[config.mk]
export PLATFORM = sky130hd
export DESIGN_NAME = efr_fault_router
export DESIGN_NICKNAME = d
export VERILOG_FILES = /design/src/core/efr_pkg.sv /design/src/core/efr_post_ecc_chk.sv /design/src/core/efr_fault_router.sv
export SDC_FILE = /design/constraint.sdc
export NUM_CORES = 1
export LEC_CHECK = 0
export BUFFER_PORTS_ARGS = -buffer_cell sky130_fd_sc_hd__buf_2
export CAP_MARGIN = 30
export CORE_AREA = 3 3 377 379
export CTS_CLUSTER_SIZE = 28
export DETAILED_ROUTE_END_ITERATION = 10
export DIE_AREA = 0 0 380 382
export HOLD_SLACK_MARGIN = 0.08
export SLEW_MARGIN = 20
export SYNTH_ARGS = -nofsm -noshare
export SYNTH_HDL_FRONTEND = slang
export SYNTH_SLANG_ARGS = --single-unit
[constraint.sdc]
create_clock -name i_ref_clk -period 2.4 [get_ports i_ref_clk]
set_input_delay 0.48 -clock i_ref_clk [delete_from_list [all_inputs] [get_ports i_ref_clk]]
set_output_delay 0.48 -clock i_ref_clk [all_outputs]
set_load 0.005 [all_outputs]
[src/core/efr_pkg.sv]
package efr_pkg;

    // ----------------------------------------------------------------
    // Bus geometry
    // ----------------------------------------------------------------
    localparam int DATA_W = 32;
    localparam int ADDR_W = 8;

    // AXI response codes
    localparam logic [1:0] RESP_OKAY = 2'h0;
    localparam logic [1:0] RESP_SLVERR = 2'h2;

    // ----------------------------------------------------------------
    // Register byte offsets
    // ----------------------------------------------------------------
    localparam logic [ADDR_W-1:0] OFS_STATUS = 8'h00;  // Sticky fault flags, read only
    localparam logic [ADDR_W-1:0] OFS_CLEAR = 8'h04;   // Write one to clear, write only
    localparam logic [ADDR_W-1:0] OFS_IRQ_EN = 8'h08;  // Interrupt enable, same layout
    localparam logic [ADDR_W-1:0] OFS_INJECT = 8'h0c;  // Fake fault injection, write only
    localparam logic [ADDR_W-1:0] OFS_LIVE = 8'h10;    // Live source levels, read only
    localparam logic [ADDR_W-1:0] OFS_CTRL = 8'h14;    // Control

    // Reset values
    localparam logic [DATA_W-1:0] CTRL_RST = 32'h0000_0001;
    localparam logic [DATA_W-1:0] IRQ_EN_RST = 32'h0000_0000;

    // Control field positions
    localparam int CTRL_ROUTE_EN = 0;  // Drive the fault lines when set

    // ----------------------------------------------------------------
    // Routed lines: bit positions in status, clear, enable, inject
    // ----------------------------------------------------------------
    localparam int NUM_LINES = 10;
    localparam int LN_XCHK = 0;
    localparam int LN_HSM = 1;
    localparam int LN_ETH0 = 2;
    localparam int LN_ETH1 = 3;
    localparam int LN_TTBUS = 4;
    localparam int LN_OSMI = 5;
    localparam int LN_EMMC = 6;
    localparam int LN_USB = 7;
    localparam int LN_SIL0 = 8;
    localparam int LN_SIL1 = 9;

    // Lines that accept fake injection (crossbar checker line does not)
    localparam logic [NUM_LINES-1:0] INJECTABLE = 10'h3fe;

    // Fault collection unit input numbers
    localparam int FAULT_W = 128;
    localparam int FN_XCHK = 90;
    localparam int FN_HSM = 110;
    localparam int FN_ETH0 = 97;
    localparam int FN_ETH1 = 53;
    localparam int FN_TTBUS = 60;
    localparam int FN_OSMI = 105;
    localparam int FN_EMMC = 106;
    localparam int FN_USB = 104;
    localparam int FN_SIL0 = 113;
    localparam int FN_SIL1 = 114;

    // ----------------------------------------------------------------
    // Post-ECC observation ports: index of each ECC data path
    // ----------------------------------------------------------------
    localparam int NUM_ECC = 11;
    localparam int SRC_HSM = 0;
    localparam int SRC_ETH0 = 1;
    localparam int SRC_ETH1 = 2;
    localparam int SRC_TTBUS = 3;
    localparam int SRC_OSMI = 4;
    localparam int SRC_EMMC_M = 5;
    localparam int SRC_EMMC_S = 6;
    localparam int SRC_USB_M = 7;
    localparam int SRC_USB_S = 8;
    localparam int SRC_SIL0 = 9;
    localparam int SRC_SIL1 = 10;

    // One RAM read as seen before and after the correction logic
    typedef struct packed {
        logic valid;                // Read data present this cycle
        logic raw_ok;               // Syndrome of raw word shows no error
        logic [DATA_W-1:0] raw;     // Word as read from RAM
        logic [DATA_W-1:0] fixed;   // Word leaving the correction logic
    } efr_ecc_obs_t;

    // Error levels that need no post-ECC check
    typedef struct packed {
        logic xchk_c0;              // Crossbar integrity checker in concentrator 0
        logic ttbus_master;         // Transaction error of time-triggered bus master
        logic usb_master_ecc;       // ECC error reported on the USB master port
    } efr_direct_err_t;

endpackage : efr_pkg

[src/core/efr_post_ecc_chk.sv]
// Flags a correction that altered a word the syndrome called clean
module efr_post_ecc_chk (
    // Clock and reset
    input wire logic i_clk,
    input wire logic i_rst_n,
    // Observed read
    input wire efr_pkg::efr_ecc_obs_t i_obs,
    // Corrupted correction pulse
    output logic o_corrupt
);

    // ----------------------------------------------------------------
    // Compare raw and corrected word
    // ----------------------------------------------------------------

    always_ff @(posedge i_clk or negedge i_rst_n) begin
        if (!i_rst_n) begin
            o_corrupt <= 1'b0;
        end else begin
            // Only a clean raw word must pass through unchanged
            o_corrupt <= i_obs.valid & i_obs.raw_ok & (i_obs.raw != i_obs.fixed);
        end
    end

endmodule // efr_post_ecc_chk

[src/core/efr_fault_router.sv]
// Summary of operation
// - Concentrator crossbar checker drives input 90, uninjectable
// - Security-core concentrator ECC fault drives input 110
// - Ethernet 0/1 corrupted correction drive 97, 53
// - Input 60 ORs bus ECC and master error
// - Octal memory interface corrupted correction drives 105
// - eMMC master or slave correction drives 106
// - USB master error or corrections drive 104
// - Inter-chip links 0/1 drive inputs 113, 114
// - Flag clean RAM data altered by correction
//
// Our own choices: the register offsets and the AXI4-Lite interface to the registers.
module efr_fault_router (
    // Clock and reset
    input wire logic i_ref_clk,
    input wire logic i_rst_n,
    // AXI4-Lite write address
    input wire logic i_awvalid,
    output logic o_awready,
    input wire logic [efr_pkg::ADDR_W-1:0] i_awaddr,
    input wire logic [2:0] i_awprot,
    // AXI4-Lite write data
    input wire logic i_wvalid,
    output logic o_wready,
    input wire logic [efr_pkg::DATA_W-1:0] i_wdata,
    input wire logic [3:0] i_wstrb,
    // AXI4-Lite write response
    output logic o_bvalid,
    input wire logic i_bready,
    output logic [1:0] o_bresp,
    // AXI4-Lite read address
    input wire logic i_arvalid,
    output logic o_arready,
    input wire logic [efr_pkg::ADDR_W-1:0] i_araddr,
    input wire logic [2:0] i_arprot,
    // AXI4-Lite read data
    output logic o_rvalid,
    input wire logic i_rready,
    output logic [efr_pkg::DATA_W-1:0] o_rdata,
    output logic [1:0] o_rresp,
    // Monitor observations
    input wire efr_pkg::efr_ecc_obs_t [efr_pkg::NUM_ECC-1:0] i_ecc_obs,
    input wire efr_pkg::efr_direct_err_t i_direct,
    // Toward the fault collection unit
    output logic [efr_pkg::FAULT_W-1:0] o_fault_lines,
    // Interrupt
    output logic o_irq
);

    // ----------------------------------------------------------------
    // Declarations
    // ----------------------------------------------------------------
    logic rst_meta_n;                               // Reset synchroniser, first stage
    logic rst_n;                                    // Synchronised reset for the block
    logic [efr_pkg::NUM_ECC-1:0] corrupt;           // Post-ECC checker pulses
    logic [efr_pkg::NUM_LINES-1:0] live;            // Current hardware event per line
    logic [efr_pkg::NUM_LINES-1:0] status;          // Sticky flags per line
    logic [efr_pkg::NUM_LINES-1:0] irq_en;          // Interrupt enable per line
    logic [efr_pkg::DATA_W-1:0] ctrl;               // Control register
    logic [efr_pkg::NUM_LINES-1:0] clr_req;         // Clear bits written this cycle
    logic [efr_pkg::NUM_LINES-1:0] inj_req;         // Injection bits written this cycle
    logic wr_fire;                                  // Write taken this cycle
    logic rd_fire;                                  // Read taken this cycle
    logic [efr_pkg::DATA_W-1:0] wdata_m;            // Write data with byte lanes applied
    logic wr_hit;                                   // Write address is mapped
    logic [efr_pkg::DATA_W-1:0] next_rdata;         // Read mux result
    logic rd_hit;                                   // Read address is mapped

    // ----------------------------------------------------------------
    // Functions
    // ----------------------------------------------------------------

    // Word-aligned register offset of a byte address
    function automatic logic [efr_pkg::ADDR_W-1:0] word_ofs(input logic [efr_pkg::ADDR_W-1:0] addr);
        word_ofs = {addr[efr_pkg::ADDR_W-1:2], 2'h0};
    endfunction

    // True when the offset names a register
    function automatic logic is_mapped(input logic [efr_pkg::ADDR_W-1:0] ofs);
        is_mapped = (ofs == efr_pkg::OFS_STATUS) || (ofs == efr_pkg::OFS_CLEAR) ||
                    (ofs == efr_pkg::OFS_IRQ_EN) || (ofs == efr_pkg::OFS_INJECT) ||
                    (ofs == efr_pkg::OFS_LIVE) || (ofs == efr_pkg::OFS_CTRL);
    endfunction

    // Zero-extend a line vector to a bus word
    function automatic logic [efr_pkg::DATA_W-1:0] to_word(input logic [efr_pkg::NUM_LINES-1:0] v);
        to_word = {{(efr_pkg::DATA_W-efr_pkg::NUM_LINES){1'b0}}, v};
    endfunction

    // ----------------------------------------------------------------
    // Reset release
    // ----------------------------------------------------------------

    // Assert at once, release after two clock edges
    // No unaligned release reaches the block
    always_ff @(posedge i_ref_clk or negedge i_rst_n) begin
        if (!i_rst_n) begin
            rst_meta_n <= 1'b0;
            rst_n <= 1'b0;
        end else begin
            rst_meta_n <= 1'b1;
            rst_n <= rst_meta_n;
        end
    end

    // ----------------------------------------------------------------
    // Post-ECC checkers, one per protected data path
    // ----------------------------------------------------------------
    genvar gi;
    generate
        for (gi = 0; gi < efr_pkg::NUM_ECC; gi++) begin : g_chk
            // per-path post-ECC check
            // One cycle behind the read
            efr_post_ecc_chk efr_post_ecc_chk_i (
                .i_clk(i_ref_clk),
                .i_rst_n(rst_n),
                .i_obs(i_ecc_obs[gi]),
                .o_corrupt(corrupt[gi])
            );
        end
    endgenerate

    // ----------------------------------------------------------------
    // Source merging per fault line
    // ----------------------------------------------------------------

    // Combine monitor indications into one event per line
    always_comb begin
        live = '0;
        live[efr_pkg::LN_XCHK] = i_direct.xchk_c0;
        live[efr_pkg::LN_HSM] = corrupt[efr_pkg::SRC_HSM];
        live[efr_pkg::LN_ETH0] = corrupt[efr_pkg::SRC_ETH0];
        live[efr_pkg::LN_ETH1] = corrupt[efr_pkg::SRC_ETH1];
        live[efr_pkg::LN_TTBUS] = corrupt[efr_pkg::SRC_TTBUS] | i_direct.ttbus_master;
        live[efr_pkg::LN_OSMI] = corrupt[efr_pkg::SRC_OSMI];
        live[efr_pkg::LN_EMMC] = corrupt[efr_pkg::SRC_EMMC_M] | corrupt[efr_pkg::SRC_EMMC_S];
        live[efr_pkg::LN_USB] = i_direct.usb_master_ecc | corrupt[efr_pkg::SRC_USB_M] |
                                corrupt[efr_pkg::SRC_USB_S];
        live[efr_pkg::LN_SIL0] = corrupt[efr_pkg::SRC_SIL0];
        live[efr_pkg::LN_SIL1] = corrupt[efr_pkg::SRC_SIL1];
    end

    // ----------------------------------------------------------------
    // Bus handshake
    // ----------------------------------------------------------------

    // Address and data are taken together once no response waits
    // Taking both keeps a write paired;
    // a lone channel waits unbuffered
    assign o_awready = i_awvalid & i_wvalid & ~o_bvalid;
    assign o_wready = i_awvalid & i_wvalid & ~o_bvalid;
    assign wr_fire = i_awvalid & i_wvalid & ~o_bvalid;

    // Read address taken while no read data waits
    assign o_arready = ~o_rvalid;
    assign rd_fire = i_arvalid & ~o_rvalid;

    // Decode of the taken addresses
    assign wr_hit = is_mapped(word_ofs(i_awaddr));
    assign rd_hit = is_mapped(word_ofs(i_araddr));

    // Byte lanes that are not strobed write zero
    // so partial writes clear the bits of unstrobed lanes
    always_comb begin
        wdata_m = '0;
        for (int b = 0; b < 4; b++) begin
            wdata_m[b*8 +: 8] = i_wstrb[b] ? i_wdata[b*8 +: 8] : 8'h00;
        end
    end

    // Write strobes toward the event registers
    assign clr_req = (wr_fire && word_ofs(i_awaddr) == efr_pkg::OFS_CLEAR) ?
                     wdata_m[efr_pkg::NUM_LINES-1:0] : '0;
    assign inj_req = (wr_fire && word_ofs(i_awaddr) == efr_pkg::OFS_INJECT) ?
                     wdata_m[efr_pkg::NUM_LINES-1:0] : '0;

    // ----------------------------------------------------------------
    // Write response
    // ----------------------------------------------------------------

    // One response per taken write, held until accepted
    always_ff @(posedge i_ref_clk or negedge rst_n) begin
        if (!rst_n) begin
            o_bvalid <= 1'b0;
            o_bresp <= efr_pkg::RESP_OKAY;
        end else if (wr_fire) begin
            // Unmapped address answers with a slave error
            o_bvalid <= 1'b1;
            o_bresp <= wr_hit ? efr_pkg::RESP_OKAY : efr_pkg::RESP_SLVERR;
        end else if (i_bready) begin
            // Response accepted
            o_bvalid <= 1'b0;
        end
    end

    // ----------------------------------------------------------------
    // Software registers
    // ----------------------------------------------------------------

    // Control register
    always_ff @(posedge i_ref_clk or negedge rst_n) begin
        if (!rst_n) begin
            ctrl <= efr_pkg::CTRL_RST;
        end else if (wr_fire && word_ofs(i_awaddr) == efr_pkg::OFS_CTRL) begin
            // Only the route enable bit is kept
            // Zero silences the fault lines, not the interrupt; keeps flags
            ctrl <= {{(efr_pkg::DATA_W-1){1'b0}}, wdata_m[efr_pkg::CTRL_ROUTE_EN]};
        end
    end

    // Interrupt enable register
    always_ff @(posedge i_ref_clk or negedge rst_n) begin
        if (!rst_n) begin
            irq_en <= efr_pkg::IRQ_EN_RST[efr_pkg::NUM_LINES-1:0];
        end else if (wr_fire && word_ofs(i_awaddr) == efr_pkg::OFS_IRQ_EN) begin
            // Upper bits are dropped
            irq_en <= wdata_m[efr_pkg::NUM_LINES-1:0];
        end
    end

    // ----------------------------------------------------------------
    // Sticky fault flags
    // ----------------------------------------------------------------

    always_ff @(posedge i_ref_clk or negedge rst_n) begin
        if (!rst_n) begin
            status <= '0;
        end else begin
            // Written zeros leave their flag alone
            // A new event or injection in the clear cycle wins over the clear;
            // the crossbar line ignores injection
            status <= (status & ~clr_req) | live | (inj_req & efr_pkg::INJECTABLE);
        end
    end

    // ----------------------------------------------------------------
    // Fault collection unit outputs
    // ----------------------------------------------------------------

    // Place each sticky flag on its numbered input
    // Unrouted inputs stay low
    always_ff @(posedge i_ref_clk or negedge rst_n) begin
        if (!rst_n) begin
            o_fault_lines <= '0;
        end else begin
            o_fault_lines <= '0;
            if (ctrl[efr_pkg::CTRL_ROUTE_EN]) begin
                o_fault_lines[efr_pkg::FN_XCHK] <= status[efr_pkg::LN_XCHK];
                o_fault_lines[efr_pkg::FN_HSM] <= status[efr_pkg::LN_HSM];
                o_fault_lines[efr_pkg::FN_ETH0] <= status[efr_pkg::LN_ETH0];
                o_fault_lines[efr_pkg::FN_ETH1] <= status[efr_pkg::LN_ETH1];
                o_fault_lines[efr_pkg::FN_TTBUS] <= status[efr_pkg::LN_TTBUS];
                o_fault_lines[efr_pkg::FN_OSMI] <= status[efr_pkg::LN_OSMI];
                o_fault_lines[efr_pkg::FN_EMMC] <= status[efr_pkg::LN_EMMC];
                o_fault_lines[efr_pkg::FN_USB] <= status[efr_pkg::LN_USB];
                o_fault_lines[efr_pkg::FN_SIL0] <= status[efr_pkg::LN_SIL0];
                o_fault_lines[efr_pkg::FN_SIL1] <= status[efr_pkg::LN_SIL1];
            end
        end
    end

    // ----------------------------------------------------------------
    // Interrupt
    // ----------------------------------------------------------------

    // Level output while any enabled flag is set
    // Registered, so it cannot glitch
    always_ff @(posedge i_ref_clk or negedge rst_n) begin
        if (!rst_n) begin
            o_irq <= 1'b0;
        end else begin
            o_irq <= |(status & irq_en);
        end
    end

    // ----------------------------------------------------------------
    // Read path
    // ----------------------------------------------------------------

    // Select the addressed register
    // Reads have no side effects
    always_comb begin
        next_rdata = '0;
        unique case (word_ofs(i_araddr))
            efr_pkg::OFS_STATUS: begin
                next_rdata = to_word(status);
            end
            efr_pkg::OFS_IRQ_EN: begin
                next_rdata = to_word(irq_en);
            end
            efr_pkg::OFS_LIVE: begin
                // Current, not latched, events
                next_rdata = to_word(live);
            end
            efr_pkg::OFS_CTRL: begin
                next_rdata = ctrl;
            end
            default: begin
                // Write-only and unmapped offsets read zero
                next_rdata = '0;
            end
        endcase
    end

    // Read data held until accepted
    // New address waits for the last answer
    always_ff @(posedge i_ref_clk or negedge rst_n) begin
        if (!rst_n) begin
            o_rvalid <= 1'b0;
            o_rdata <= '0;
            o_rresp <= efr_pkg::RESP_OKAY;
        end else if (rd_fire) begin
            o_rvalid <= 1'b1;
            o_rdata <= next_rdata;
            o_rresp <= rd_hit ? efr_pkg::RESP_OKAY : efr_pkg::RESP_SLVERR;
        end else if (i_rready) begin
            o_rvalid <= 1'b0;
        end
    end

endmodule // efr_fault_router

* Word level (Yosys, flattened, before mapping) *
Index checks and enable logic that the tools add are counted.

storage, ports and cells
  register bits = 83
  output and inout port bits = 170

operators by class
  muxes and demuxes = 18
  bitwise operators = 36
  reduce and logical (&&, ||, !) cells = 19
  equal/unequal tests = 21

operator list
  cell                  count
  $ne A32 B32 Y1        11
  $pmux W10 S4          1
  $and A1 B1 Y1         25
  $eq A6 B2 Y1 const B  4
  $eq A6 B3 Y1 const B  4
  $and A10 B10 Y10      2
  $mux W10              2
  $or A10 B10 Y10       2
  $eq A6 B1 Y1 const B  2
  $logic_not A6 Y1      2
  $logic_or A1 B1 Y1    10
  $not A10 Y10          1
  $reduce_or A10 Y1     1
  $mux W1               9
  $mux W2               4
  $mux W8               1
  $logic_and A1 B1 Y1   4
  $or A1 B1 Y1          4
  $reduce_bool A2 Y1    2
  $mux W3               1
  $not A1 Y1            2

* Longest topological paths before layout *
  depth after elaboration = 8
  mapped depth = 6

* By module *
A second synthesis with hierarchy kept.

second synthesis, totals
  cells, all modules = 845
  area total of the unflattened synthesis = 7588.5 µm²

modules (own cells, without submodules)
  module            seq. area each (µm²)  area each (µm²)  cells each  instances
  efr_post_ecc_chk  25.0                  376.6            45          11
  efr_fault_router  1202.4                3445.8           350         1

* Least setup slack after synthesis *
OpenSTA, ideal clock, no wires.

  path kind = input -> register
  start point = in i_awaddr[5] (netlist name)
  end point = reg status[2] (netlist name)
  required time = 2276 ps
  path buffers = 1
  cell stages on the path = 5
  arrival time = 2042 ps
  setup slack = 235 ps
  path through = or3_4 > or3_1 > buf_2 > or4_1 > a211o_1

between the ends
  word-level cells in the longest chain between the ends = 7
  elaborated cells on any way between the ends = 10
  classes of those cells = 2 x eq/ne; 2 x mux; 4 x bitwise; 2 x reduce/logical

ends and longest elaborated chain
  element                 RTL line                 text
  start: declaration      efr_fault_router.sv:20   input wire logic [efr_pkg::ADDR_W-1:0] i_awaddr,
  $eq A6 B1 Y1            efr_fault_router.sv:172  assign clr_req = (wr_fire && word_ofs(i_awaddr) == efr_pkg::OFS_CLEAR) ?
  $logic_and A1 B1 Y1     efr_fault_router.sv:172
  $mux W10                efr_fault_router.sv:172
  $not A10 Y10            efr_fault_router.sv:232  status <= (status & ~clr_req) | live | (inj_req & efr_pkg::INJECTABLE);
  $and A10 B10 Y10        efr_fault_router.sv:232
  $or A10 B10 Y10         efr_fault_router.sv:232
  $or A10 B10 Y10 *       efr_fault_router.sv:232
  end signal: assignment  efr_fault_router.sv:232
  end: declaration        efr_fault_router.sv:57   logic [efr_pkg::NUM_LINES-1:0] status;

Every way passes the cells marked *; elsewhere a longest branch is shown, timed or not.
A chain may end at the register's enable or synchronous reset.

* Worst setup path in the final report *
  start point = in i_awaddr[5] (netlist name)
  end point = reg status[9] (netlist name)

The elaborated chain is that of the path after synthesis.

==> impl_results.md <==
- Status: complete, no violations
- Slew HR: between 40% and 50%
- Placer Congestion: approximately 0.99
- Req. time, crit path: 2.63 ns
- Netlist Area Pre-Place: around 7300 um^2
- Routed wire length: just under 60000 um
- Period minus WS final: just under 2 ns
- Distinct cell type count after synthesis: 35
- Vias in the first global route: ~8900
- Routed wire per std cell: 16.6 um
- Via density: ~2.5
- Simple-gate share of the synthesized area: 15.4%
- Final max-slew violation count: 0
- Worst hold-check path type: in2reg
- Sw Pwr: 0.00142 W
- Fin Clk Skew: approximately 0.013 ns
- 1st-pass router iterations: 5
- Fin. Hold Viols: 0
- Hold Slack: 0.305 ns
- Critical path launch point type: primary input
- YS warnings: 0
- Setup violations, final: 0
- Hold path cells: 2
- DRC: 0
- Worst-path clk slew: 0.07 ns
- Max-cap viol count: 0
- # resized after CTS: 0
- Placed Cells: 3506
- Worst-Margin Slew: 0.867 ns
- Ys async rst share: 100%
- Peak VDD IR: around 310 uV
- Final Net Count: about 2400
- Switching share of power: 32.8%
- Sequential area share after synthesis: between 20% and 30%
- CTS tree: yes
- Total congestion overflow: 0
- CTS Hold Bufs: 1
- Synthesized area per cell: about 8.7 um^2
- Final ANT Viol Nets: 0
- Share of layout cells above drive strength 1: ~50%
- Primary FF master, synth: dfrtp_1
- Pin count of the biggest net entering global routing: slightly below 60
- H-tree Lvls: 3
- Number of synthesized register bits: 59
- Total clock buffers created by CTS: 9
- GRT Total Usage: 7.66%
- Post-synthesis compound-gate area fraction: around 5.7%
- Largest family of logic cells by synthesized area: XOR/XNOR gates
- Die Height: 382 um
- Static leakage: ~5.6 nW
- Core area: around 140000 um^2
- Part of the power in registers: between 20% and 30%
- Worst endpoint data arrival time: about 2.2 ns
- CTS Sinks: just under 60
- FF-to-FF path depth: 4
- Commonest non-fill, non-tap cell in the layout: buf_2
- DIE WIDTH: 380 um
- Worst setup EP type: flop
- Post-synthesis adder-cell area fraction: 0%
- Layout Area Growth over Synthesis: 84.3%
- Setup TNS: 0 ns
- Layout Cells excl Fill: approximately 3500
- Clk root buf: clkbuf_16
- Routed via count: 8987
- XOR/XNOR share of the synthesized area: between 40% and 50%
- Crit share post-route: 82.7%
- DRT iter0 DRCs: approximately 310
- Skew-Pair Late Insertion Delay: around 0.35 ns
- PortBufs: approximately 800
- Power Internal: 0.00291 W
- Worst Setup Path Type: in2reg
- Row cnt: around 140
- Postcts setup bufs: 0
- Syn Inst Count: around 850
- Most frequent cells in the layout: buf_2 (787), xnor2_1 (352), conb_1 (143)
- Final setup margin: 0.416 ns
- I/O pin count: between 900 and 1000
- Clk buf depth: 2
- Pre-CTS setup slack: about 0.034 ns
- Initial antenna violation count: 89
- DP HPWL: between 50000 and 60000 um
- Post-synthesis mux area share: between 1 and 1.5%
- Die area: ~150000 um^2
- Power Density: around 320 nW/um^2
- Maximum fanout along the worst path: 5
- Post-synth EDFFs: 0
- RSZ-0062 raised after global routing: no
- First-pass GRT wire length: approximately 75000 um
- Max Freq: approximately 500 MHz
- Clock share of power: 33.8%
- Initial core utilization: approximately 5.3%
- Combinational power share: between 40% and 50%
[through the flow]
stage / utilization, % / power [W] / area, um^2
after floorplan: - / 0.00199 / 7870
after global placement: 9.43 / 0.00290 / 13100
after detailed placement: 9.43 / 0.00292 / 13100
after CTS: 9.67 / 0.00443 / 13500
after global routing: 9.69 / 0.00460 / 13500
final: 9.72 / 0.00432 / 13500
[cells by family after synthesis]
logic type	after synthesis
AND/OR/NAND/NOR	201
other	2
flip-flops	59
buffers and inverters	161
XOR/XNOR	352
multiplexers	8
AO/OA/AOI/OAI	63
[critical path, cell delays in order]
cell     delay [ns]
buf_2          0.10
or3_4          0.43
or3_1          0.41
or4_1          0.49
a211o_1        0.30
[power by group through the flow]
stage          clock (W)  sequential (W)  combinational (W)
2_1_floorplan          0         0.00111           0.000876
3_3_place_gp           0         0.00114            0.00177
3_5_place_dp           0         0.00114            0.00179
4_1_cts          0.00151         0.00112            0.00180
5_1_grt          0.00155         0.00113            0.00192
6_report         0.00146         0.00111            0.00175
[area by class of cell]
cell class	instances	area [um^2]
fill	16300	126000
sequential	59	1480
tap	1876	2350
clock buffer	9	225
antenna	26	65.1
timing repair buffer	800	4040
multi-input combinational	767	5250
inverter	5	18.8
clock inverter	7	100
[final timing paths]
check	startpoint	endpoint	slack (ns)
max in group asynchronous	rst_n$_DFF_PN0_	o_fault_lines[53]$_DFF_PN0_	1.38
min in group asynchronous	rst_n$_DFF_PN0_	o_rvalid$_DFFE_PN0P_	0.39
hold reg to reg	rst_meta_n$_DFF_PN0_	rst_n$_DFF_PN0_	0.35
setup reg to reg	o_bvalid$_DFFE_PN0P_	status[9]$_DFF_PN0_	0.46
setup / recovery	i_awaddr[5]	status[9]$_DFF_PN0_	0.42
hold / removal	i_rready	o_rvalid$_DFFE_PN0P_	0.30
[Yosys cell counts (5+ instances only)]
cell / n / area share (%)
mux2i_1: 8 / 1.1
nor4_1: 22 / 1.9
a21oi_1: 16 / 1.1
or4_1: 6 / 0.61
buf_4: 143 / 15
o21ai_0: 18 / 1.2
nor2_1: 20 / 1.0
and2_1: 10 / 0.85
a221o_1: 6 / 0.82
inv_1: 5 / 0.26
xnor2_1: 352 / 42
nand2_1: 37 / 1.9
a211o_1: 6 / 0.72
nand4_1: 93 / 7.9
dfrtp_1: 58 / 20
clkbuf_1: 11 / 0.56
[metal layers]
metal,up-vias,share of wire (%),track usage [%]
met4,18,3.6,2.46
met1,4003,33,7.62
li1,4231,-,-
met5,-,0.21,0
met2,599,55,15.2
met3,136,7.9,2.11
[sequential cells by signal (all words and copies together), names as in the netlist, 10 cells and up]
name,flops
g_chk.efr_post_ecc_chk_i.o_corrupt,11
irq_en,10
o_fault_lines,10
o_rdata,10
status,10
Note: power is estimated with default switching activity, not from simulation.
